**src/rtl/sars_regs.svh**
```systemverilog
// Constants for the successive-approximation converter sequencer.
// Assumes inclusion by the sequencer package user; definitions only.
`ifndef SARS_REGS_SVH
`define SARS_REGS_SVH

`define SARS_RES_W        10
`define SARS_DIV_W        5
`define SARS_MUX_W        5
`define SARS_MUX_GND      5'h1F
`define SARS_MUX_COUNT    23
`define SARS_TRACK_CLKS   2'h3
`define SARS_SRC_SW       3'h0
`define SARS_SRC_T0       3'h1
`define SARS_SRC_T2       3'h2
`define SARS_SRC_T1       3'h3
`define SARS_SRC_EXT      3'h4
`define SARS_SRC_T3       3'h5
`define SARS_LJ_PAD       6
`define SARS_RJ_PAD       6
`define SARS_BIT_MSB      4'h9

`endif

```
**src/rtl/sars_pkg.sv**
```systemverilog
// Types for the successive-approximation converter sequencer.
// Assumes sars_regs.svh supplies the widths.
`include "sars_regs.svh"

package sars_pkg;

  typedef enum logic [3:0] {
    SARS_IDLE  = 4'b0001,
    SARS_TRACK = 4'b0010,
    SARS_CONV  = 4'b0100,
    SARS_DONE  = 4'b1000
  } sars_state_e;

  typedef struct packed {
    sars_state_e               state;
    logic [`SARS_DIV_W-1:0]    div_cnt;
    logic [1:0]                trk_cnt;
    logic [3:0]                bit_idx;
    logic [`SARS_RES_W-1:0]    sar;
    logic [15:0]               result;
    logic                      busy;
    logic                      done;
    logic                      ext_prev;
    logic                      ext_armed;
  } sars_state_s;

endpackage

```
**src/rtl/sars_seq.sv**
```systemverilog
// Digital sequencer for a 10-bit successive-approximation converter.
// Assumes synchronous control inputs and an analog comparator answering
// within one conversion-clock period of each trial code.
`include "sars_regs.svh"
`timescale 1ns/10ps
`default_nettype none

module sars_seq (
  input  wire logic                   mclk_i,
  input  wire logic                   resetn_i,
  input  wire logic                   converter_enable_bit_i,
  input  wire logic [`SARS_MUX_W-1:0] positive_input_select_i,
  input  wire logic [`SARS_MUX_W-1:0] negative_input_select_i,
  input  wire logic                   left_justify_select_i,
  input  wire logic [`SARS_DIV_W-1:0] conversion_clock_divider_i,
  input  wire logic [2:0]             start_source_select_i,
  input  wire logic                   low_power_track_select_i,
  input  wire logic                   busy_write_one_i,
  input  wire logic                   timer0_ovf_i,
  input  wire logic                   timer1_ovf_i,
  input  wire logic                   timer2_low_ovf_i,
  input  wire logic                   timer2_high_ovf_i,
  input  wire logic                   timer2_split_i,
  input  wire logic                   timer3_low_ovf_i,
  input  wire logic                   timer3_high_ovf_i,
  input  wire logic                   timer3_split_i,
  input  wire logic                   external_convert_start_i,
  input  wire logic                   done_clear_i,
  input  wire logic                   interrupt_enable_i,
  input  wire logic                   comparator_high_i,
  output logic                        conversion_in_progress_bit_o,
  output logic                        conversion_done_flag_o,
  output logic                        interrupt_req_o,
  output logic                        track_o,
  output logic                        differential_o,
  output logic [`SARS_MUX_W-1:0]      mux_pos_o,
  output logic [`SARS_MUX_W-1:0]      mux_neg_o,
  output logic [`SARS_RES_W-1:0]      sar_trial_o,
  output logic [7:0]                  result_high_byte_o,
  output logic [7:0]                  result_low_byte_o
);

  // ****************************************************************
  // Formatting
  // ****************************************************************
  function automatic logic [15:0] sars_format(input logic [`SARS_RES_W-1:0] code,
                                              input logic diff, input logic ljust);
    logic [15:0] r;
    r = 16'h0000;
    if (ljust) begin
      r = {code, {`SARS_LJ_PAD{1'b0}}};
    end else if (diff) begin
      r = {{`SARS_RJ_PAD{code[`SARS_RES_W-1]}}, code};
    end else begin
      r = {{`SARS_RJ_PAD{1'b0}}, code};
    end
    return r;
  endfunction

  sars_pkg::sars_state_s q, d;
  logic start_evt;
  logic ext_rise;
  logic sar_tick;
  logic diff;

  // The analog mux decodes all 23 selections; this block routes codes and only tests the negative one against ground.
  assign mux_pos_o      = positive_input_select_i;
  assign mux_neg_o      = negative_input_select_i;
  assign diff           = (negative_input_select_i != `SARS_MUX_GND);
  assign differential_o = diff;
  assign ext_rise       = external_convert_start_i & ~q.ext_prev;
  assign sar_tick       = (q.div_cnt == conversion_clock_divider_i);

  // ****************************************************************
  // Start source selection
  // ****************************************************************
  always_comb begin
    unique case (start_source_select_i)
      `SARS_SRC_SW:  start_evt = busy_write_one_i;
      `SARS_SRC_T0:  start_evt = timer0_ovf_i;
      `SARS_SRC_T2:  start_evt = timer2_split_i ? timer2_low_ovf_i : timer2_high_ovf_i;
      `SARS_SRC_T1:  start_evt = timer1_ovf_i;
      `SARS_SRC_EXT: start_evt = ext_rise;
      `SARS_SRC_T3:  start_evt = timer3_split_i ? timer3_low_ovf_i : timer3_high_ovf_i;
      default:       start_evt = 1'b0;
    endcase
  end

  // ****************************************************************
  // Sequencer
  // ****************************************************************
  always_comb begin
    d          = q;
    d.ext_prev = external_convert_start_i;
    d.div_cnt  = sar_tick ? '0 : q.div_cnt + 1'b1;
    if (done_clear_i) begin
      d.done = 1'b0;
    end
    // External start in low-power mode: tracking while low, convert at rise.
    d.ext_armed = ~external_convert_start_i;
    unique case (q.state)
      sars_pkg::SARS_IDLE: begin
        // Busy still stands in the cycle after DONE; a start there must be refused
        if (converter_enable_bit_i && start_evt && !q.busy) begin
          d.busy    = 1'b1;
          d.div_cnt = '0;
          d.sar     = '0;
          d.bit_idx = `SARS_BIT_MSB;
          d.trk_cnt = '0;
          if (low_power_track_select_i && start_source_select_i != `SARS_SRC_EXT) begin
            d.state = sars_pkg::SARS_TRACK;
          end else begin
            d.state = sars_pkg::SARS_CONV;
          end
        end
      end
      sars_pkg::SARS_TRACK: begin
        if (sar_tick) begin
          d.trk_cnt = q.trk_cnt + 1'b1;
          if (q.trk_cnt == `SARS_TRACK_CLKS - 2'h1) begin
            d.state = sars_pkg::SARS_CONV;
          end
        end
      end
      sars_pkg::SARS_CONV: begin
        if (sar_tick) begin
          d.sar[q.bit_idx] = comparator_high_i;
          d.bit_idx        = q.bit_idx - 4'h1;
          if (q.bit_idx == 4'h0) begin
            d.state = sars_pkg::SARS_DONE;
          end
        end
      end
      sars_pkg::SARS_DONE: begin
        // Result lands a cycle ahead of busy falling, so done never sees stale data.
        d.result = sars_format(q.sar, diff, left_justify_select_i);
        d.state  = sars_pkg::SARS_IDLE;
      end
    endcase
    if (q.state == sars_pkg::SARS_IDLE && q.busy) begin
      d.busy = 1'b0;
      d.done = 1'b1;
    end
    // Abort from any state, so a disabled unit never reports completion
    if (!converter_enable_bit_i) begin
      d.state = sars_pkg::SARS_IDLE;
      d.busy  = 1'b0;
      d.done  = q.done & ~done_clear_i;
    end
  end

  always_ff @(posedge mclk_i or negedge resetn_i) begin
    if (!resetn_i) begin
      q <= '{state: sars_pkg::SARS_IDLE, default: '0};
    end else begin
      q <= d;
    end
  end

  // ****************************************************************
  // Outputs
  // ****************************************************************
  always_comb begin
    sar_trial_o = q.sar;
    if (q.state == sars_pkg::SARS_CONV) begin
      sar_trial_o[q.bit_idx] = 1'b1;
    end
  end

  assign conversion_in_progress_bit_o = q.busy;
  assign conversion_done_flag_o       = q.done;
  assign interrupt_req_o              = q.done & interrupt_enable_i;
  assign track_o = converter_enable_bit_i &&
                   (low_power_track_select_i ?
                    (q.state == sars_pkg::SARS_TRACK ||
                     (start_source_select_i == `SARS_SRC_EXT && q.state == sars_pkg::SARS_IDLE && q.ext_armed)) :
                    !q.busy);
  assign result_high_byte_o = q.result[15:8];
  assign result_low_byte_o  = q.result[7:0];
endmodule

`default_nettype wire

```
**config.mk**
```make
export PLATFORM = sky130hd
export DESIGN_NAME = sars_seq
export DESIGN_NICKNAME = d
export VERILOG_FILES = /design/src/rtl/sars_pkg.sv /design/src/rtl/sars_seq.sv
export VERILOG_INCLUDE_DIRS = /design/src /design/src/rtl
export SDC_FILE = /design/constraint.sdc
export NUM_CORES = 1
export LEC_CHECK = 0
export ABC_AREA = 1
export CORE_UTILIZATION = 25
export DETAILED_ROUTE_END_ITERATION = 12
export DONT_BUFFER_PORTS = 1
export PLACE_DENSITY = 0.34
export SLEW_MARGIN = 15
export SYNTH_ARGS = -nofsm -noshare
export SYNTH_HDL_FRONTEND = slang
export SYNTH_SLANG_ARGS = --single-unit
```
**constraint.sdc**
```tcl
create_clock -name mclk_i -period 3.3 [get_ports mclk_i]
set_input_delay 0 -clock mclk_i [delete_from_list [all_inputs] [get_ports mclk_i]]
set_output_delay 0 -clock mclk_i [all_outputs]
set_load 0.05 [all_outputs]
```
==> flow_summary.json, run 1 <==
{
  "result_of_the_run": "completed",
  "final_nets": 409,
  "worst-setup-path-type": "reg2out",
  "path_max_fanout": 5,
  "number_of_detailed_route_iterations_in_the_first_pass": 4,
  "synth_to_layout_area_growth_pct": 6.52,
  "detailroute.via_count": 2188,
  "timing.clock.skew_ns": 0.00914,
  "portBuffers": 0,
  "worst-slew-pin-transition_ns": 1.07,
  "power_frac_clock_pct": 33.4,
  "drive_above_1_share_pct": 8.97,
  "worst-path-buf-inv": 3,
  "grt_setup_unrepaired": "false",
  "yosys.area.top_type_share_pct": 39.0,
  "antenna_diodes": 0,
  "wirelength_um": 6870,
  "switching_share_pct": 35.8,
  "drc_errors": 0,
  "cts_tree": "yes",
  "hp-start": "positive_input_select_i[0]",
  "synth_fp_nets": 428,
  "max_freq_mhz": 473,
  "crit_start": "q[30]",
  "row_count": 38,
  "detailedRoute.firstIterationViolations": 110,
  "synth_cell_types": 32,
  "worst-r2r-cell-count": 8,
  "antenna_violations_before_repair": 0,
  "max_cap_violations": 0,
  "setup_viol": 0,
  "routabilityCongestion": 0.720,
  "worst_case_vdd_ir_drop_uv": 196,
  "dp_cells": 492,
  "startpoint_of_the_worst_register_to_register_path": "q[42]",
  "finish.cell_count_without_fillers": 508,
  "floorplan.die_area_um2": 11700,
  "cts_sinks": 45,
  "avgRoutedWirePerCell_um": 13.5,
  "cts-root-buf": "clkbuf_16",
  "total_leakage_power_nw": 1.45,
  "max_slew_margin_pct": 28.5,
  "timing.final.ws_setup_ns": 1.19,
  "crit_path_end_kind": "output port",
  "pwr_density_cell_nw_per_um2": 532,
  "number_of_buffers_on_the_longest_clock_path": 2,
  "place_area_um2": 2760,
  "hold_class": "in2out",
  "pwr-share-comb_pct": 21.3,
  "critical_path.top_delay_family": "compound AO/OA/AOI/OAI gates",
  "yosys_synthesis_warning_count": 0,
  "final_max_slew_viols": 0,
  "avgViaCountPerCell": 4.31,
  "grt_pass1_wl_um": 10800,
  "cts_buffers": 5,
  "critical_path_depth": 6,
  "ant_nets": 0,
  "timing.critical_path.required_ns": 3.30,
  "cts_setup_buffers": 0,
  "grt_use_total_pct": 12.1,
  "clock_insertion_delay_worst_skew_ns": 0.30,
  "timing.final.crit_share_pct": 64.1,
  "grt_max_degree": 46,
  "power_switching_uw": 573,
  "cts_htree_levels": 2,
  "synthesis.instances": 386,
  "die_h_um": 108,
  "seq_power_share_pct": 45.3,
  "boundary_pin_count": 77,
  "post-layout-total-power_mw": 1.60,
  "die_width_um": 108,
  "synthTopCellsByArea": "dfrtp_1, nand2_1, buf_4",
  "ys_ff_latch": 45,
  "sequential_element_share_of_the_synthesized_area_pct": 39.9,
  "place_worst_setup_slack_ns": 1.18,
  "crit_path_start_kind": "flip-flop",
  "cell_by_cell_listing_of_the_critical_path": "inv_1, ha_1, inv_1, nor2_1, inv_1, o21bai_1",
  "crit_path_max_incr_delay_ns": 0.83,
  "critPathSlowestCell": "o21bai_1",
  "final.min_clock_period_ns": 2.11,
  "start_util_pct": 25.8,
  "layout.cell_area.non_filler_um2": 3010,
  "syn_area_cell_um2": 7.31,
  "cp_common_cell": "inv_1",
  "grt_pass1_vias": 2113,
  "detailed_place_hpwl_um": 4870,
  "p_int_mw": 1.03,
  "synthesis.area_um2": 2820,
  "timing_hold_violations_final": 0,
  "tns_ns": 0,
  "worst_hold_path.num_cells": 0,
  "globalRouteOverflowTotal": 0,
  "clock_input_transition_at_the_sequential_cells_of_the_worst_setup_and_hold_paths_ns": 0.07,
  "synthDominantAreaCellType": "dfrtp_1",
  "cts-resized-gates": 0,
  "design.core.area_um2": 10900,
  "arrival_time_at_the_worst_endpoint_ns": 2.11
}
## stage by stage
step / utilization (%) / hold WS (ns)
after floorplan: - / -0.296
after global placement: 25.2 / -0.294
after detailed placement: 25.2 / -0.294
after CTS: 27.5 / 0.000379
after global routing: 27.5 / 0.0000783
final: 27.5 / 0.0000193
## worst paths after layout
check / end / slack (ns)
max in group asynchronous: q[41] / 2.79
max reg2reg: q[20] / 1.22
min: mux_pos_o[0] / 0.00002
min in group asynchronous: q[22] / 0.24
min reg2reg: q[35] / 0.49
max: sar_trial_o[6] / 1.19
## cell type report
type / instances / area (µm²)
inverter: 53 / 199
multi-input combinational: 252 / 1240
tap: 140 / 175
fill: 1210 / 7930
clock buffer: 5 / 125
timing repair buffer: 10 / 113
clock inverter: 3 / 25.0
sequential: 45 / 1130
## state kept, by name (all words and copies together) (netlist names)
name and count:
q 27, result_high_byte_o 8, result_low_byte_o 8, conversion_done_flag_o 1, conversion_in_progress_bit_o 1
## metal layers
metal | global-route usage, % | up-vias | wire length [µm]
li1 | - | 1140 | -
met1 | 16.0 | 993 | 3480
met2 | 18.3 | 47 | 2900
met3 | 4.46 | 8 | 402
met4 | 3.96 | 0 | 93
met5 | 0 | - | 0
## power by group through the flow
stage                     Sequential [mW]  Clock [mW]  Combinational [mW]
after CTS                           0.726       0.554               0.348
after detailed placement            0.737           0               0.317
final                               0.725       0.534               0.340
after global placement              0.738           0               0.315
after floorplan                     0.676           0               0.376
after global routing                0.735       0.569               0.392
## kinds of logic after synthesis
group	after synthesis	share of synthesized area, %
AND/OR/NAND/NOR	199	31.4
buffers and inverters	89	16.0
XOR/XNOR	4	1.24
flip-flops	45	39.9
adder cells (fa/ha/maj)	6	2.66
AO/OA/AOI/OAI	43	8.69
## synth_stat cells
library cell / number
a21oi_1: 14
a31oi_1: 5
buf_2: 2
buf_4: 27
buf_6: 2
clkbuf_1: 5
clkinv_1: 1
dfrtp_1: 44
dfstp_2: 1
ha_1: 6
inv_1: 47
inv_2: 5
nand2_1: 108
nand2_2: 1
nand2_4: 2
nand3_1: 24
nand3_2: 2
nand3_4: 1
nand3b_1: 3
nand4_1: 6
nor2_1: 38
nor2_2: 2
nor2_4: 2
nor3_1: 4
o211ai_1: 3
o21ai_0: 13
o21ai_1: 2
o21bai_1: 3
o31ai_1: 2
o32ai_1: 1
or2_2: 6
xnor2_1: 4
## layout by cell type, fill, tap and decap left out, types with 7 or more instances in the layout
cell,n
nand2_1,108
inv_1,47
dfrtp_1,44
nor2_1,38
nand3_1,24
a21oi_1,14
o21ai_0,12
dlygate4sd3_1,7
## timing repair
action / 4_1_cts / 5_1_grt
hold buffers: 8 / 0
endpoints found under the setup margin: 0 / 0
endpoints found under the hold margin: 74 / 0
Power figures use the tool's default switching activity.
==> run 2: changes to the inputs <==
- ABC_AREA: 1 -> 0
- clock period: 3.3 -> 2.2 ns (I/O delays scaled with it)
==> run 2 against run 1 <==
  * Clock power increased by 7.7%
  * Non-clock buffer count increased by 29
  * Total power increased by 16%
  * Final area decreased by 0.46%
  * Synthesized area decreased by 8.1%
  * Sequential share of layout area increased by 0.17 points
  * Largest cell class unchanged
==> flow_summary.json, run 2 <==
{
  "result_of_the_run": "completed",
  "synthesis.area_um2": 2590,
  "async_reset_ff_share_pct": 100,
  "cts_sinks": 45,
  "ys_ff_latch": 45,
  "reg2reg_slack_ns": 0.12,
  "clock_insertion_delay_worst_skew_ns": 0.29,
  "die_h_um": 104,
  "cts_htree_levels": 2,
  "detailroute.via_count": 1985,
  "path_max_fanout": 10,
  "most_flops_register": "q",
  "hold_class": "in2out",
  "timing_hold_violations_final": 0,
  "synthesis.instances": 279,
  "antenna_diodes": 0,
  "yosys.area.top_type_share_pct": 42.5,
  "start_util_pct": 26.2,
  "number_of_detailed_route_iterations_in_the_first_pass": 5,
  "number_of_enable_flip_flop_cells_after_synthesis": 0,
  "synth_to_layout_area_growth_pct": 15.4,
  "cts_setup_buffers": 0,
  "timing.final.ws_setup_ns": 0.125,
  "grt_setup_unrepaired": "false",
  "synth_fp_nets": 321,
  "floorplan.die_area_um2": 10800,
  "pwr_density_cell_nw_per_um2": 619,
  "grt_pass1_vias": 2155,
  "ant_nets": 0,
  "tns_ns": 0,
  "routedLengthMet1_um": 3060,
  "post_synth_most_frequent_cells": "nand2_1, dfrtp_1, buf_4, o21ai_0, nor2_1",
  "place_worst_setup_slack_ns": 0.0845,
  "worst-slew-pin-transition_ns": 0.612,
  "layout.cell_area.non_filler_um2": 2990,
  "timing.final.crit_share_pct": 94.3,
  "setup_viol": 0,
  "cts_buffers": 5,
  "worst-setup-path-type": "reg2reg",
  "grt_pass1_wl_um": 11200,
  "clock_input_transition_at_the_sequential_cells_of_the_worst_setup_and_hold_paths_ns": 0.09,
  "timing.critical_path.required_ns": 2.43,
  "antenna_violations_before_repair": 0,
  "place_area_um2": 2790,
  "synth_cell_types": 47,
  "max_freq_mhz": 482,
  "worst_case_vdd_ir_drop_uv": 326,
  "crit_path_start_kind": "flip-flop",
  "most-common-layout-cells": "nand2_1, dfrtp_1, buf_4, o21ai_0, nor2_1",
  "filler_cell_count": 1067,
  "boundary_pin_count": 77,
  "avgRoutedWirePerCell_um": 15.8,
  "wl_met2_um": 3230,
  "wirelength_um": 6660,
  "critPathSlowestCell": "dfstp_2",
  "max_cap_violations": 0,
  "cts-root-buf": "clkbuf_8",
  "synth.most_common_cell": "nand2_1",
  "globalRouteOverflowTotal": 0,
  "number_of_buffers_on_the_longest_clock_path": 2,
  "final_max_slew_viols": 0,
  "die_width_um": 104,
  "portBuffers": 0,
  "grt_use_total_pct": 12.9,
  "dr.max_layer_used": "met4",
  "drc_errors": 0,
  "max_slew_margin_pct": 59.1,
  "detailed_place_hpwl_um": 4830,
  "dr_wl_met3_um": 331,
  "row_count": 36,
  "cts_tree": "yes",
  "detailedRoute.firstIterationViolations": 46,
  "drive_above_1_share_pct": 17.3,
  "avgViaCountPerCell": 4.70,
  "crit_path_end_kind": "flip-flop",
  "arrival_time_at_the_worst_endpoint_ns": 2.30,
  "cell_by_cell_listing_of_the_critical_path": "or4b_4, or4_4, a21oi_4, buf_12, a32o_1",
  "sequential_element_share_of_the_synthesized_area_pct": 43.5,
  "grt_max_degree": 46,
  "syn_area_cell_um2": 9.30,
  "ys.flop_type": "dfrtp_1",
  "synthTopCellsByArea": "dfrtp_1, buf_4, nand2_1",
  "flip_flop_count_of_the_largest_register_all_copies_and_words_added": 27,
  "layout_commonest_cell": "nand2_1",
  "yosys_synthesis_warning_count": 0,
  "total_leakage_power_nw": 1.27,
  "final_nets": 330,
  "design.core.area_um2": 9910,
  "routabilityCongestion": 0.703,
  "timing.clock.skew_ns": 0.00553,
  "synthDominantAreaCellType": "dfrtp_1",
  "final.min_clock_period_ns": 2.08,
  "crit_path_max_incr_delay_ns": 0.53
}
==> run 2: kinds of logic after synthesis <==
kind of cell               after synthesis  share of synthesized area (%)
and+or+nand+nor                        108                           21.8
AOI/OAI and AO/OA                       63                           16.8
muxes                                    5                           1.98
xor gates and xnor gates                 9                           3.04
buffers and inverters                   43                           10.0
DFF                                     45                           43.5
adders and majority gates                6                           2.89
==> run 2: final timing paths <==
check | startpoint | end | cells after the start
max in group asynchronous | resetn_i | q[41] | 2
max reg2reg | q[41] | q[22] | 5
max | q[41] | q[22] | 5
min | positive_input_select_i[2] | mux_pos_o[2] | 0
min in group asynchronous | resetn_i | result_high_byte_o[7] | 2
min reg2reg | q[34] | q[34] | 1
==> run 2: per-stage QoR <==
step           cells  power, mW  utilization, %  hold slack [ns]
2_1_floorplan    279       1.22               -           -0.296
3_3_place_gp     406       1.25            28.1           -0.295
3_5_place_dp     406       1.25            28.1           -0.295
4_1_cts          422       1.89            30.2         0.000348
5_1_grt          422       1.97            30.2        0.0000893
6_report         422       1.85            30.2        0.0000220
==> run 2: layout make-up <==
type	count	area, µm²	area share, %
clock buffers	7	96.3	3.22
clock inverters	1	5.00	0.167
inverters	6	22.5	0.753
multi-input cells	191	1220	40.8
flip-flops and latches	45	1130	37.7
well taps	133	166	5.56
repair buffers	39	355	11.9
==> run 2: timing repair <==
action                                  4_1_cts  5_1_grt
hold buffers                                  8        0
cloned                                        0        0
endpoints found under the setup margin        8        1
endpoints found under the hold margin        69        0
gates resized for setup                       1        1
==> run 2: worst max-delay path, delay by kind of cell (launching register included) <==
kind	cells	cell delay, ns
compound gates	2	0.36
buf+inv	1	0.14
flops	1	0.53
simple gates	2	0.98
==> run 2: routing by layer <==
metal / up-vias / track usage, %
met3: 4 / 3.07
met5: - / 0
met2: 46 / 22.2
met4: 0 / 2.86
li1: 973 / -
met1: 962 / 16.2
==> run 2: power by group <==
| group | total [mW] | internal [mW] | switching, mW |
|---|---|---|---|
| clock network | 0.575 | 0.285 | 0.291 |
| registers | 0.945 | 0.882 | 0.0631 |
| logic | 0.331 | 0.147 | 0.184 |
| total | 1.85 | 1.31 | 0.538 |
